==> config.mk <==
export PLATFORM = sky130hd
export DESIGN_NAME = timer_counter_zero_one
export DESIGN_NICKNAME = d
export VERILOG_FILES = /design/src/verilog/timer_pkg.sv /design/src/verilog/event_edge.sv /design/src/verilog/timer_counter_zero_one.sv
export SDC_FILE = /design/constraint.sdc
export NUM_CORES = 1
export LEC_CHECK = 0
export CORE_MARGIN = 10
export CORE_UTILIZATION = 35
export CTS_CLUSTER_DIAMETER = 80
export DETAILED_ROUTE_END_ITERATION = 8
export DONT_BUFFER_PORTS = 1
export PLACE_DENSITY = 0.52
export SLEW_MARGIN = 0
export SYNTH_ARGS = -nofsm -noshare
export SYNTH_HDL_FRONTEND = slang
export SYNTH_SLANG_ARGS = --single-unit
==> constraint.sdc <==
create_clock -name clock -period 2.4 [get_ports clock]
set_clock_uncertainty 0.2 [all_clocks]
set_input_delay 0 -clock clock [delete_from_list [all_inputs] [get_ports clock]]
set_output_delay 0 -clock clock [all_outputs]
set_load 0.01 [all_outputs]
==> src/verilog/timer_pkg.sv <==
package timer_pkg;
    // Special-function register addresses
    localparam logic [7:0] ADDR_CONTROL = 8'h88;
    localparam logic [7:0] ADDR_MODE = 8'h89;
    localparam logic [7:0] ADDR_ZERO_LOW = 8'h8a;
    localparam logic [7:0] ADDR_ONE_LOW = 8'h8b;
    localparam logic [7:0] ADDR_ZERO_HIGH = 8'h8c;
    localparam logic [7:0] ADDR_ONE_HIGH = 8'h8d;
    localparam logic [7:0] ADDR_CLOCK_DIV = 8'h8e;
    // Reset values
    localparam logic [7:0] RESET_ZERO = 8'h00;
    localparam logic [7:0] RESET_CLOCK_DIV = 8'h01;
    // Mode register field positions
    localparam int MODE_ZERO_LSB = 0;
    localparam int SELECT_ZERO_BIT = 2;
    localparam int GATE_ZERO_BIT = 3;
    localparam int MODE_ONE_LSB = 4;
    localparam int SELECT_ONE_BIT = 6;
    localparam int GATE_ONE_BIT = 7;
    // Control register field positions
    localparam int RUN_ZERO_BIT = 4;
    localparam int OVERFLOW_ZERO_BIT = 5;
    localparam int RUN_ONE_BIT = 6;
    localparam int OVERFLOW_ONE_BIT = 7;
    // Clock divide register field positions
    localparam int DIVIDE_SEL_ZERO_BIT = 3;
    localparam int DIVIDE_SEL_ONE_BIT = 4;
    // Event pin positions on port 0
    localparam int EVENT_PIN_ZERO_BIT = 5;
    localparam int EVENT_PIN_ONE_BIT = 6;
    // Prescaler terminal counts
    localparam logic [3:0] DIV_FAST_LAST = 4'h3;
    localparam logic [3:0] DIV_SLOW_LAST = 4'hb;
    // Count widths
    localparam logic [7:0] MASK_13_LOW = 8'h1f;

    typedef enum logic [1:0] {
        MODE_13BIT = 2'b00,
        MODE_16BIT = 2'b01,
        MODE_RELOAD = 2'b10,
        MODE_SPLIT = 2'b11
    } count_mode_t;

    // Register bus write or read request
    typedef struct packed {
        logic wr;
        logic rd;
        logic [7:0] addr;
        logic [7:0] wdata;
    } sfr_req_t;
endpackage

==> src/verilog/event_edge.sv <==
`timescale 1ns/1ns
// Two-stage synchroniser and falling-edge detect for an event pin
module event_edge (
    // Clock and reset
    input wire logic clock,
    input wire logic rst,
    // Pin and pulse
    input wire logic pin,
    output logic fall
);
    logic meta_q;
    logic sync_q;
    logic last_q;

    // Only sync_q and later are looked at, never meta_q
    always_ff @(posedge clock or posedge rst) begin
        if (rst) begin
            meta_q <= 1'b1;
            sync_q <= 1'b1;
            last_q <= 1'b1;
        end else begin
            meta_q <= pin;
            sync_q <= meta_q;
            last_q <= sync_q;
        end
    end

    assign fall = last_q & ~sync_q;
endmodule

==> src/verilog/timer_counter_zero_one.sv <==
`timescale 1ns/1ns
// How it works
// - Timer from CPU clock or event pin
// - Event pins are port 0 bits 5, 6
// - 16-bit count as low, high bytes
// - Modes: 13-bit, 16-bit, reload, split
// - Split mode only on timer zero
// - Timer one gate needs pin high and run
// - Timer zero gate needs pin high and run
// - Timer one divides by 4 or 12
// - Timer zero divides by 4 or 12
// - Timer one fields in mode bits 7:4
// - Timer zero mode in bits 1:0
// - Overflow flag set, cleared on vector
module timer_counter_zero_one (
    // Clock and reset
    input wire logic clock,
    input wire logic rst,
    // Special-function register bus
    input wire timer_pkg::sfr_req_t sfr_req,
    output logic [7:0] sfr_rdata,
    output logic sfr_hit,
    // Interrupt vector acknowledges from the CPU
    input wire logic vector_ack_zero,
    input wire logic vector_ack_one,
    // Pins
    input wire logic [7:0] port0_pins,
    input wire logic ext_irq_zero_pin,
    input wire logic ext_irq_one_pin,
    // Overflow flags toward the interrupt controller
    output logic overflow_zero,
    output logic overflow_one
);
    logic [7:0] timer_mode_select_q;
    logic [7:0] control_q;
    logic [7:0] clock_divide_control_q;
    logic [7:0] count_zero_low_q;
    logic [7:0] count_zero_high_q;
    logic [7:0] count_one_low_q;
    logic [7:0] count_one_high_q;
    logic [3:0] div_q;
    logic [3:0] div_slow_q;
    logic tick_fast;
    logic tick_slow;
    logic event_pin_zero;
    logic event_pin_one;
    logic fall_zero;
    logic fall_one;
    logic run_zero;
    logic run_one;
    logic step_zero;
    logic step_one;
    logic step_split_high;
    logic wrap_zero;
    logic wrap_zero_high;
    logic wrap_one;
    timer_pkg::count_mode_t mode_zero;
    timer_pkg::count_mode_t mode_one;

    assign event_pin_zero = port0_pins[timer_pkg::EVENT_PIN_ZERO_BIT];
    assign event_pin_one = port0_pins[timer_pkg::EVENT_PIN_ONE_BIT];

    // Field decode of the mode register
    assign mode_zero = timer_pkg::count_mode_t'(timer_mode_select_q[timer_pkg::MODE_ZERO_LSB +: 2]);
    assign mode_one = timer_pkg::count_mode_t'(timer_mode_select_q[timer_pkg::MODE_ONE_LSB +: 2]);

    // Free-running prescalers for CPU clock / 4 and / 12
    always_ff @(posedge clock or posedge rst) begin
        if (rst) begin
            div_q <= 4'h0;
            div_slow_q <= 4'h0;
        end else begin
            div_q <= (div_q == timer_pkg::DIV_FAST_LAST) ? 4'h0 : div_q + 4'h1;
            div_slow_q <= (div_slow_q == timer_pkg::DIV_SLOW_LAST) ? 4'h0 : div_slow_q + 4'h1;
        end
    end
    assign tick_fast = (div_q == timer_pkg::DIV_FAST_LAST);
    assign tick_slow = (div_slow_q == timer_pkg::DIV_SLOW_LAST);

    event_edge sync_zero (
        .clock(clock),
        .rst(rst),
        .pin(event_pin_zero),
        .fall(fall_zero)
    );
    event_edge sync_one (
        .clock(clock),
        .rst(rst),
        .pin(event_pin_one),
        .fall(fall_one)
    );

    // Gating: run bit alone, or run bit and external pin high
    assign run_zero = control_q[timer_pkg::RUN_ZERO_BIT]
        & (~timer_mode_select_q[timer_pkg::GATE_ZERO_BIT] | ext_irq_zero_pin);
    assign run_one = control_q[timer_pkg::RUN_ONE_BIT]
        & (~timer_mode_select_q[timer_pkg::GATE_ONE_BIT] | ext_irq_one_pin);

    // Clock source: event edge or divided CPU clock
    always_comb begin
        step_zero = 1'b0;
        step_one = 1'b0;
        if (timer_mode_select_q[timer_pkg::SELECT_ZERO_BIT]) begin
            step_zero = fall_zero;
        end else begin
            step_zero = clock_divide_control_q[timer_pkg::DIVIDE_SEL_ZERO_BIT] ? tick_fast : tick_slow;
        end
        if (timer_mode_select_q[timer_pkg::SELECT_ONE_BIT]) begin
            step_one = fall_one;
        end else begin
            step_one = clock_divide_control_q[timer_pkg::DIVIDE_SEL_ONE_BIT] ? tick_fast : tick_slow;
        end
        step_split_high = step_zero & control_q[timer_pkg::RUN_ONE_BIT];
        step_zero = step_zero & run_zero;
        step_one = step_one & run_one;
    end

    // Overflow detection per mode
    always_comb begin
        wrap_zero = 1'b0;
        wrap_zero_high = 1'b0;
        wrap_one = 1'b0;
        case (mode_zero)
            timer_pkg::MODE_13BIT: wrap_zero = step_zero & (&count_zero_high_q)
                & (&(count_zero_low_q | ~timer_pkg::MASK_13_LOW));
            timer_pkg::MODE_16BIT: wrap_zero = step_zero & (&count_zero_high_q) & (&count_zero_low_q);
            timer_pkg::MODE_RELOAD: wrap_zero = step_zero & (&count_zero_low_q);
            timer_pkg::MODE_SPLIT: begin
                wrap_zero = step_zero & (&count_zero_low_q);
                wrap_zero_high = step_split_high & (&count_zero_high_q);
            end
            default: wrap_zero = 1'b0;
        endcase
        case (mode_one)
            timer_pkg::MODE_13BIT: wrap_one = step_one & (&count_one_high_q)
                & (&(count_one_low_q | ~timer_pkg::MASK_13_LOW));
            timer_pkg::MODE_16BIT: wrap_one = step_one & (&count_one_high_q) & (&count_one_low_q);
            timer_pkg::MODE_RELOAD: wrap_one = step_one & (&count_one_low_q);
            default: wrap_one = 1'b0; // Split mode holds timer one still
        endcase
    end

    // Timer zero count; CPU writes take priority over counting
    always_ff @(posedge clock or posedge rst) begin
        if (rst) begin
            count_zero_low_q <= timer_pkg::RESET_ZERO;
            count_zero_high_q <= timer_pkg::RESET_ZERO;
        end else begin
            case (mode_zero)
                timer_pkg::MODE_13BIT: if (step_zero) begin
                    count_zero_low_q <= (count_zero_low_q + 8'h01) & timer_pkg::MASK_13_LOW;
                    if ((count_zero_low_q & timer_pkg::MASK_13_LOW) == timer_pkg::MASK_13_LOW) begin
                        count_zero_high_q <= count_zero_high_q + 8'h01;
                    end
                end
                timer_pkg::MODE_16BIT: if (step_zero) begin
                    {count_zero_high_q, count_zero_low_q} <= {count_zero_high_q, count_zero_low_q} + 16'h0001;
                end
                timer_pkg::MODE_RELOAD: if (step_zero) begin
                    count_zero_low_q <= wrap_zero ? count_zero_high_q : count_zero_low_q + 8'h01;
                end
                timer_pkg::MODE_SPLIT: begin
                    if (step_zero) begin
                        count_zero_low_q <= count_zero_low_q + 8'h01;
                    end
                    if (step_split_high) begin
                        count_zero_high_q <= count_zero_high_q + 8'h01;
                    end
                end
                default: count_zero_low_q <= count_zero_low_q;
            endcase
            if (sfr_req.wr && sfr_req.addr == timer_pkg::ADDR_ZERO_LOW) begin
                count_zero_low_q <= sfr_req.wdata;
            end
            if (sfr_req.wr && sfr_req.addr == timer_pkg::ADDR_ZERO_HIGH) begin
                count_zero_high_q <= sfr_req.wdata;
            end
        end
    end

    // Timer one count
    always_ff @(posedge clock or posedge rst) begin
        if (rst) begin
            count_one_low_q <= timer_pkg::RESET_ZERO;
            count_one_high_q <= timer_pkg::RESET_ZERO;
        end else begin
            case (mode_one)
                timer_pkg::MODE_13BIT: if (step_one) begin
                    count_one_low_q <= (count_one_low_q + 8'h01) & timer_pkg::MASK_13_LOW;
                    if ((count_one_low_q & timer_pkg::MASK_13_LOW) == timer_pkg::MASK_13_LOW) begin
                        count_one_high_q <= count_one_high_q + 8'h01;
                    end
                end
                timer_pkg::MODE_16BIT: if (step_one) begin
                    {count_one_high_q, count_one_low_q} <= {count_one_high_q, count_one_low_q} + 16'h0001;
                end
                timer_pkg::MODE_RELOAD: if (step_one) begin
                    count_one_low_q <= wrap_one ? count_one_high_q : count_one_low_q + 8'h01;
                end
                default: count_one_low_q <= count_one_low_q;
            endcase
            if (sfr_req.wr && sfr_req.addr == timer_pkg::ADDR_ONE_LOW) begin
                count_one_low_q <= sfr_req.wdata;
            end
            if (sfr_req.wr && sfr_req.addr == timer_pkg::ADDR_ONE_HIGH) begin
                count_one_high_q <= sfr_req.wdata;
            end
        end
    end

    // Mode and clock divide registers
    always_ff @(posedge clock or posedge rst) begin
        if (rst) begin
            timer_mode_select_q <= timer_pkg::RESET_ZERO;
            clock_divide_control_q <= timer_pkg::RESET_CLOCK_DIV;
        end else begin
            if (sfr_req.wr && sfr_req.addr == timer_pkg::ADDR_MODE) begin
                timer_mode_select_q <= sfr_req.wdata;
            end
            if (sfr_req.wr && sfr_req.addr == timer_pkg::ADDR_CLOCK_DIV) begin
                clock_divide_control_q <= sfr_req.wdata;
            end
        end
    end

    // Control register; overflow set wins over a same-cycle clear
    always_ff @(posedge clock or posedge rst) begin
        if (rst) begin
            control_q <= timer_pkg::RESET_ZERO;
        end else begin
            if (sfr_req.wr && sfr_req.addr == timer_pkg::ADDR_CONTROL) begin
                control_q <= sfr_req.wdata;
            end
            if (vector_ack_zero) begin
                control_q[timer_pkg::OVERFLOW_ZERO_BIT] <= 1'b0;
            end
            if (vector_ack_one) begin
                control_q[timer_pkg::OVERFLOW_ONE_BIT] <= 1'b0;
            end
            if (wrap_zero) begin
                control_q[timer_pkg::OVERFLOW_ZERO_BIT] <= 1'b1;
            end
            // Split mode lends timer one's flag to timer zero's high byte
            if (wrap_one || wrap_zero_high) begin
                control_q[timer_pkg::OVERFLOW_ONE_BIT] <= 1'b1;
            end
        end
    end

    // Read data is registered, one cycle after the request
    always_ff @(posedge clock or posedge rst) begin
        if (rst) begin
            sfr_rdata <= timer_pkg::RESET_ZERO;
            sfr_hit <= 1'b0;
        end else begin
            sfr_hit <= sfr_req.rd;
            case (sfr_req.addr)
                timer_pkg::ADDR_CONTROL: sfr_rdata <= control_q;
                timer_pkg::ADDR_MODE: sfr_rdata <= timer_mode_select_q;
                timer_pkg::ADDR_ZERO_LOW: sfr_rdata <= count_zero_low_q;
                timer_pkg::ADDR_ONE_LOW: sfr_rdata <= count_one_low_q;
                timer_pkg::ADDR_ZERO_HIGH: sfr_rdata <= count_zero_high_q;
                timer_pkg::ADDR_ONE_HIGH: sfr_rdata <= count_one_high_q;
                timer_pkg::ADDR_CLOCK_DIV: sfr_rdata <= clock_divide_control_q;
                default: sfr_rdata <= timer_pkg::RESET_ZERO;
            endcase
        end
    end

    assign overflow_zero = control_q[timer_pkg::OVERFLOW_ZERO_BIT];
    assign overflow_one = control_q[timer_pkg::OVERFLOW_ONE_BIT];
endmodule

After elaboration in Yosys (flattened, before gate mapping). Index checks and enable logic that the tools add are counted.

Register bits: 79. Bits of input ports: 32. Output and inout bits: 11. Logic and storage cells: 144.

Add/subtract/negate cells: 8. Equality and inequality tests: 30. Mux-type cells: 39. Bitwise operators: 22. Reduce and logical (&&, ||, !) cells: 26.

Operators with widths (count): 2-to-1 mux 8 bit (21); equality test 8 bit, second input constant (7); one-hot mux 8 bit (7 select lines) (1); one-hot mux 8 bit (3 select lines) (2); != test 3 bit, second input constant (14); adder 16 x 1 -> 16 bit, second input constant (2); adder 8 x 1 -> 8 bit, second input constant (4); one-hot mux 8 bit (4 select lines) (1); AND reduction 8 bit (4); AND 1 bit (16); one-hot mux 8 bit (2 select lines) (1); AND reduction 5 bit (3); AND reduction 4 bit (3); equality test 5 bit, second input constant (2); 2-to-1 mux 1 bit (9); nonzero test 3 bit (3); adder 4 x 1 -> 4 bit, second input constant (2); 2-to-1 mux 4 bit (2); nonzero test 4 bit (2); logical AND 1 bit (7); equality test 2 bit, second input constant (3); one-hot mux 1 bit (3 select lines) (2); equality test 2 x 1 -> 1 bit, second input constant (2); equality test 4 x 2 -> 1 bit, second input constant (1); other kinds (6) (11).

Logic depth before layout (Yosys ltp). Gate-level depths: netlist of the first run.

Word-level depth: 11. Gate-level depth with buffers: 9. Depth with buffers taken out: 9.

By module. A second synthesis of the first run with hierarchy kept.

Cells, all modules: 491. Area, all modules: 4758.3 um^2.

By module, submodules not included: timer_counter_zero_one (times used 1, cells an instance 481, area an instance 4565.6 um^2, seq. area each 1828.0 um^2); event_edge (times used 2, cells an instance 5, area an instance 96.3 um^2, seq. area each 78.8 um^2).

Worst setup path before layout of the first run. OpenSTA, ideal clock, no wires.

Kind: register to register. From: reg count_zero_low_q[0]. To: reg count_zero_high_q[4]. Setup time: 0.077 ns. Arrival: 2.061 ns. Data required time: 2.123 ns. Setup slack: 0.061 ns. Cell stages (with the launch flop): 10. Buffers on the path: 1. Period minus slack after synthesis: 2.339 ns. Cell sequence: dfrtp_1 ha_1 and3_1 clkbuf_1 ha_1 o2111ai_1 a221oi_2 nand4b_1 xor2_1 a21oi_1.

Longest elaborated chain between the ends: 4. Elaborated cells on any way between the ends: 7. Classes of those cells: add/sub: 1; eq/ne: 2; mux: 3; reduce/logical: 1.

Ends and longest elaborated chain: from (decl) (line timer_counter_zero_one.sv:37) `logic [7:0] count_zero_low_q;`; from (signal assigned) (line timer_counter_zero_one.sv:146) `count_zero_low_q <= timer_pkg::RESET_ZERO;`; from (signal assigned) (line timer_counter_zero_one.sv:151) `count_zero_low_q <= (count_zero_low_q + 8'h01) & timer_pkg::MASK_13_LOW;`; from (signal assigned) (line timer_counter_zero_one.sv:157) `{count_zero_high_q, count_zero_low_q} <= {count_zero_high_q, count_zero_low_q} + 16'h0001;`; adder 16 x 1 -> 16 bit (line timer_counter_zero_one.sv:157); 2-to-1 mux 8 bit (line timer_counter_zero_one.sv:156) `timer_pkg::MODE_16BIT: if (step_zero) begin`; one-hot mux 8 bit (3 select lines) (line timer_counter_zero_one.sv:149) `case (mode_zero)`; 2-to-1 mux 8 bit (line timer_counter_zero_one.sv:175) `if (sfr_req.wr && sfr_req.addr == timer_pkg::ADDR_ZERO_HIGH) begin`; to (signal assigned) (line timer_counter_zero_one.sv:153) `count_zero_high_q <= count_zero_high_q + 8'h01;`; to (signal assigned) (line timer_counter_zero_one.sv:157); to (signal assigned) (line timer_counter_zero_one.sv:176) `count_zero_high_q <= sfr_req.wdata;`; to (decl) (line timer_counter_zero_one.sv:38) `logic [7:0] count_zero_high_q;`.

Several ways; a longest one is shown, not always the timed one. The select of a mux whose other input is x is not followed. A chain may end at the register's enable or synchronous reset.

Worst setup path in the final report of the first run.
From: reg count_one_low_q[1]. To: reg count_one_low_q[7].

Longest elaborated chain between the ends: 7. Elaborated cells on any way between the ends: 13. Classes of those cells: add/sub: 2; mux: 6; bitwise: 3; reduce/logical: 2.

Ends and longest elaborated chain: from (decl) (line timer_counter_zero_one.sv:39) `logic [7:0] count_one_low_q;`; from (signal assigned) (line timer_counter_zero_one.sv:184) `count_one_low_q <= timer_pkg::RESET_ZERO;`; from (signal assigned) (line timer_counter_zero_one.sv:189) `count_one_low_q <= (count_one_low_q + 8'h01) & timer_pkg::MASK_13_LOW;`; from (signal assigned) (line timer_counter_zero_one.sv:195) `{count_one_high_q, count_one_low_q} <= {count_one_high_q, count_one_low_q} + 16'h0001;`; parallel branches: the longest is 5 deep, another holds adder 16 x 1 -> 16 bit; one-hot mux 8 bit (3 select lines) (*) (line timer_counter_zero_one.sv:187) `case (mode_one)`; 2-to-1 mux 8 bit (*) (line timer_counter_zero_one.sv:202) `if (sfr_req.wr && sfr_req.addr == timer_pkg::ADDR_ONE_LOW) begin`.

Mark *: on every way between the ends. The select of a mux whose other input is x is not followed.

==> qor.txt, run 1 <==
placed wire-length estimate - 10470 µm
sequential area share after synthesis - 41.14%
Max VDD drop - 0.0003893 V
Starting Density - 36.02%
Layout area overhead - 24.86%
LEAKAGE - 0.002474 µW
Skew-Pair Late Insertion Delay - 0.35 ns
GP Congestion - 0.9519
grt total ovfl - 0
syn_area_per_cell - 10.04 µm²
max-slew violation count - 0
worst path required time - 2.45 ns
RSZ-0062 raised after global routing - yes
crit-path cells - ha_2 > and3_4 > ha_4 > nand2_4 > nor3_4 > a31oi_4 > or3_4 > o211a_1 > o22ai_1
share of cells above drive strength 1 - 25.69%
initial antenna violation count - 1
CTS tree - built
Synth Flop Type - dfrtp_1
DRC - 0
Layout Utilization - 44.98%
Peak Freq - 0.4223 GHz
number of synthesized flops with an enable pin - 0
# rows - 42
HP Class - primary input to flip-flop
I/O pins - 43
clock root buffer master - clkbuf_16
outcome - finished, final reports clean
worst slew pin tran - 0.8036 ns
Fin. Hold Viols - 0
Antenna Nets Post-Route - 0
DR WL/cell - 20.44 µm
syn nets - 525
die width - 137.4 µm
Detailed Route Iter0 Violations - 293
Die Area - 0.01889 mm²
Vias/cell - 5.540
Slew HR - 46.37%
CP startpoint kind - flip-flop
CTS Buf Count - 9
worst reg2reg path depth - 9
critical path's top delay family - simple AND/OR/NAND/NOR gates
fill count - 1267
Final Net Count - 584
PD cells - 608.9 mW/mm²
via count - 4000
Syn Inst Count - 481
Crit path buffers/inverters - 0
Yosys cell types - 79
largest net degree at the start of global routing - 46
Max-cap violations - 0
number of synthesized register bits - 79
hold path cells - 4
Tmin final - 2.368 ns
total power - 3670 µW
final wirelength - 14760 µm
Port-buffer cells - 0
Mapped Area - 0.004827 mm²
worst-path maximum fanout - 6
Critical Path Stages - 9
Worst-path clk slew - 0.06 ns
Synthesis Warnings - 0
CP Class - flip-flop to flip-flop
CTS Buffer Depth - 2
slowest stage delay, CP - 0.43 ns
First-pass DRT Iterations - 5
die height - 137.4 µm
arrival time of the worst setup path - 2.42 ns
Critical Path End Type - flip-flop
core box area - 0.01340 mm²
ys async rst share - 100.0%
Sink Count - 79
CTS H-tree depth - 3
Worst path slowest cell - or3_4
overall routing resource usage - 16.04%
first-pass GRT wire length - 23080 µm
number of global-route vias before repair - 4019
final worst path period share - 98.67%
Final setup viols - 0
kinds of logic (layout without fill, tap and decap cells):
group,after synthesis,after routing,share of synthesized area [%]
AO/OA/AOI/OAI,111,111,17.55
XOR/XNOR,25,25,4.536
adder cells (fa/ha/maj),12,12,3.110
buffers and inverters,38,101,3.421
flip-flops,79,79,41.14
multiplexers,41,41,9.694
other,0,1,0
AND/OR/NAND/NOR,175,176,20.55
cells in the mapped netlist (12+ instances only):
| master | count | area (µm²) |
|---|---|---|
| nand2_1 | 46 | 172.7 |
| mux2_2 | 24 | 270.3 |
| mux2i_1 | 13 | 130.1 |
| ha_1 | 12 | 150.1 |
| xnor2_1 | 12 | 105.1 |
| dfrtp_1 | 72 | 1802 |
| a21oi_1 | 32 | 160.2 |
| nor2_1 | 41 | 153.9 |
| nand3_1 | 21 | 105.1 |
| xor2_1 | 13 | 113.9 |
| inv_1 | 14 | 52.55 |
| clkbuf_1 | 12 | 45.04 |
placed cells by master (no fill, tap or decap), drive strengths merged, types with 12 or more instances in the layout:
cell and instances:
a21oi 32, dlygate4sd3 31, xor2 13, ha 12, dfrtp 72, nor2 45, mux2i 13, buf 40
o21ai 13, mux2 26, inv 15, nand2 48, xnor2 12, nand3 24
where the power goes:
group          internal (µW)  switching, µW
logic                    328            360
registers               1430            116
clock network            846            587
sequential cells by signal, indices dropped and copies added (netlist names):
signal and count:
sync_zero.last_q 1, clock_divide_control_q 8, div_slow_q 4, count_one_low_q 8
sync_one.meta_q 1, sync_zero.sync_q 1, timer_mode_select_q 8, sync_zero.meta_q 1
sfr_rdata 8, sync_one.last_q 1, count_zero_high_q 8, sfr_hit 1
div_q 4, count_zero_low_q 8, control_q 8, sync_one.sync_q 1
count_one_high_q 8
worst min-delay path, delay by kind of cell:
kind	cells	cell delay [ns]
AND/OR/NAND/NOR	2	0.29
AO/OA/AOI/OAI	2	0.21
path summary, 6_finish.rpt:
path | from | endpoint | slack, ns
worst min-delay path | sfr_req[10] | sfr_rdata[5] | 0.02
worst min register to register | sync_zero.meta_q | sync_zero.sync_q | 0.16
max in group asynchronous | rst | count_one_high_q[4] | 1.28
worst max register to register | count_one_low_q[1] | count_one_low_q[7] | 0.03
worst max-delay path | count_one_low_q[1] | count_one_low_q[7] | 0.03
min in group asynchronous | rst | sfr_hit | 0.04
layout make-up:
| class | count | area [µm²] | share of cell area (%) |
|---|---|---|---|
| Multi-Input combinational cell | 365 | 2830 | 46.96 |
| Antenna cell | 1 | 2.502 | 0.04152 |
| Timing Repair Buffer | 71 | 626.9 | 10.40 |
| Sequential cell | 79 | 1986 | 32.95 |
| Tap cell | 176 | 220.2 | 3.654 |
| Inverter | 14 | 53.80 | 0.8927 |
| Clock buffer | 11 | 242.7 | 4.027 |
| Clock inverter | 5 | 65.06 | 1.080 |
layer usage:
layer	vias to the layer above	global-route usage, %	share of wire [%]
met5	-	0	0
met4	0	4.333	1.8
met3	19	4.370	5.8
met2	104	26.74	49
met1	1987	19.90	43
li1	1890	-	-
what timing repair did:
action | in CTS | in global routing
pin swaps | 0 | 15
setup buffers | 0 | 10
cloned | 0 | 1
hold buffers | 31 | 0
resized for setup | 1 | 32
hold endpoints to repair | 133 | 0
setup endpoints to repair | 4 | 27
per-stage QoR:
step                 TNS [ns]  cell area (µm²)  cells  hold slack (ns)  setup slack (ns)
finish                      0             6027    722          0.02003           0.03184
floorplan                   0             4827    481          -0.1955           0.06142
global route          -0.2685             6027    722         0.006929          -0.05046
CTS                 -0.003593             5798    710         0.006230         -0.003593
global placement            0             5174    663          -0.1954           0.04002
detailed placement          0             5174    663          -0.1954          0.006376
Note: power is estimated with default switching activity, not from simulation.
==> run 2, diff against run 1 <==
RECOVER_POWER = 25   (was unset)
==> qor.txt, run 2 (synthesis gave the netlist of run 1 again) <==
share of cells above drive strength 1 - 25.50%
failing checks - capacitance limit, slew limit
Worst-path clk slew - 0.06 ns
Fin. Hold Viols - 0
Logic pwr share - 18.7%
FF+latch area - 0.001986 mm²
most frequent cells in the layout - dfrtp_1 (72), nand2_1 (45), nor2_1 (41)
via count - 4001
switching pwr - 1062 µW
Vias/cell - 5.542
Post-Layout Inst Area - 0.006026 mm²
Sink Count - 79
Worst path slowest cell - or3_4
worst path required time - 2.45 ns
Detailed Route Iter0 Violations - 293
Tmin final - 2.368 ns
LEAKAGE - 0.002475 µW
Peak Freq - 0.4223 GHz
arrival time of the worst setup path - 2.42 ns
CTS tree - built
first-pass GRT wire length - 23080 µm
Area after DPL - 0.005174 mm²
DR WL/cell - 20.46 µm
final wirelength - 14770 µm
CTS H-tree depth - 3
worst-path maximum fanout - 6
die height - 137.4 µm
GP Congestion - 0.9519
First-pass DRT Iterations - 5
Multi-input gate area - 0.002830 mm²
critical path's top delay family - simple AND/OR/NAND/NOR gates
# rows - 42
Final Net Count - 584
overall routing resource usage - 16.04%
Starting Density - 36.02%
Antenna Nets Post-Route - 0
final worst path period share - 98.67%
Final setup viols - 0
Slew HR - -17.76%
Cells after DPL - 663
outcome - finished with violations
setup ws final - 0.03183 ns
CTS Buffer Depth - 2
worst slew pin tran - 1.764 ns
number of global-route vias before repair - 4019
P_int - 2608 µW
Crit path buffers/inverters - 0
Port-buffer cells - 0
max-slew violation count - 45
clock root buffer master - clkbuf_16
die width - 137.4 µm
fill count - 1268
part of the power in registers - 42.2%
placed wire-length estimate - 10470 µm
Max VDD drop - 0.0003893 V
Layout area overhead - 24.83%
PD cells - 609.0 mW/mm²
Skew-Pair Late Insertion Delay - 0.35 ns
Critical Path End Type - flip-flop
CTS Buf Count - 9
CP Class - flip-flop to flip-flop
post-route insts no fill - 722
initial antenna violation count - 1
commonest non-fill, non-tap cell in the layout - dfrtp_1
RSZ-0062 raised after global routing - yes
crit-path cells - ha_2 > and3_4 > ha_4 > nand2_4 > nor3_4 > a31oi_4 > or3_4 > o211a_1 > o22ai_1
Max-cap violations - 1
I/O pins - 43
Die Area - 0.01889 mm²
grt total ovfl - 0
Sw Share - 28.94%
CP startpoint kind - flip-flop
slowest stage delay, CP - 0.43 ns
clock share of power - 39.0%
core box area - 0.01340 mm²
largest net degree at the start of global routing - 46
final hold slack - 0.02002 ns
HP Class - primary input to flip-flop
dpl ws - 0.006376 ns
DRC - 0
## run 2: cell types whose count changed in the layout (fill, tap and decap cells not counted)
cell      delta
clkinv_2     -1
inv_1        +1
## run 2: path summary, 6_finish.rpt
path	from	endpoint	slack, ns	depth (start not counted)
max in group asynchronous	rst	count_one_high_q[4]	0.51	3
worst min register to register	sync_zero.meta_q	sync_zero.sync_q	0.16	0
worst max-delay path	count_one_low_q[1]	count_one_low_q[7]	0.03	9
worst min-delay path	sfr_req[10]	sfr_rdata[5]	0.02	4
worst max register to register	count_one_low_q[1]	count_one_low_q[7]	0.03	9
min in group asynchronous	rst	sfr_hit	0.46	2
## run 2: metal layers
metal / global-route usage [%] / part of all wire, %
met3: 4.370 / 5.6
met4: 4.333 / 1.8
met5: 0 / 0
met1: 19.90 / 43
met2: 26.74 / 49
## run 2: power by group through the flow
stage	sequential, µW	clock [µW]	combinational (µW)
floorplan	1550	0	357
global placement	1570	0	538
detailed placement	1570	0	545
CTS	1550	1470	614
global route	1560	1530	753
finish	1550	1430	688
## run 2: stage by stage
stage / setup TNS [ns] / utilization [%] / total power [µW]
2_1_floorplan: 0 / - / 1904
3_3_place_gp: 0 / 38.61 / 2105
6_report: 0 / 44.97 / 3670
3_5_place_dp: 0 / 38.61 / 2116
4_1_cts: -0.003593 / 43.27 / 3627
5_1_grt: -0.2685 / 44.97 / 3846
## run 2: repair_timing
item,4_1_cts,5_1_grt
pin swaps,0,15
hold endpoints to repair,133,0
resized for setup,1,32
setup endpoints to repair,4,27
hold buffers,31,0
buffers inserted,0,10
cloned,0,1
## run 2: layout make-up
cell class              instances  share of cell area (%)
well taps                     176                   3.654
multi-input cells             365                   46.97
inverters                      14                  0.8721
diodes                          1                 0.04153
clock buffers                  11                   4.028
clock inverters                 5                   1.080
flip-flops and latches         79                   32.95
repair buffers                 71                   10.40
## run 2: tightest hold or removal path, stage by stage
cell and delay, ns:
nand3b_2 0.19, a21oi_1 0.09, a21oi_1 0.12, nand3_1 0.10
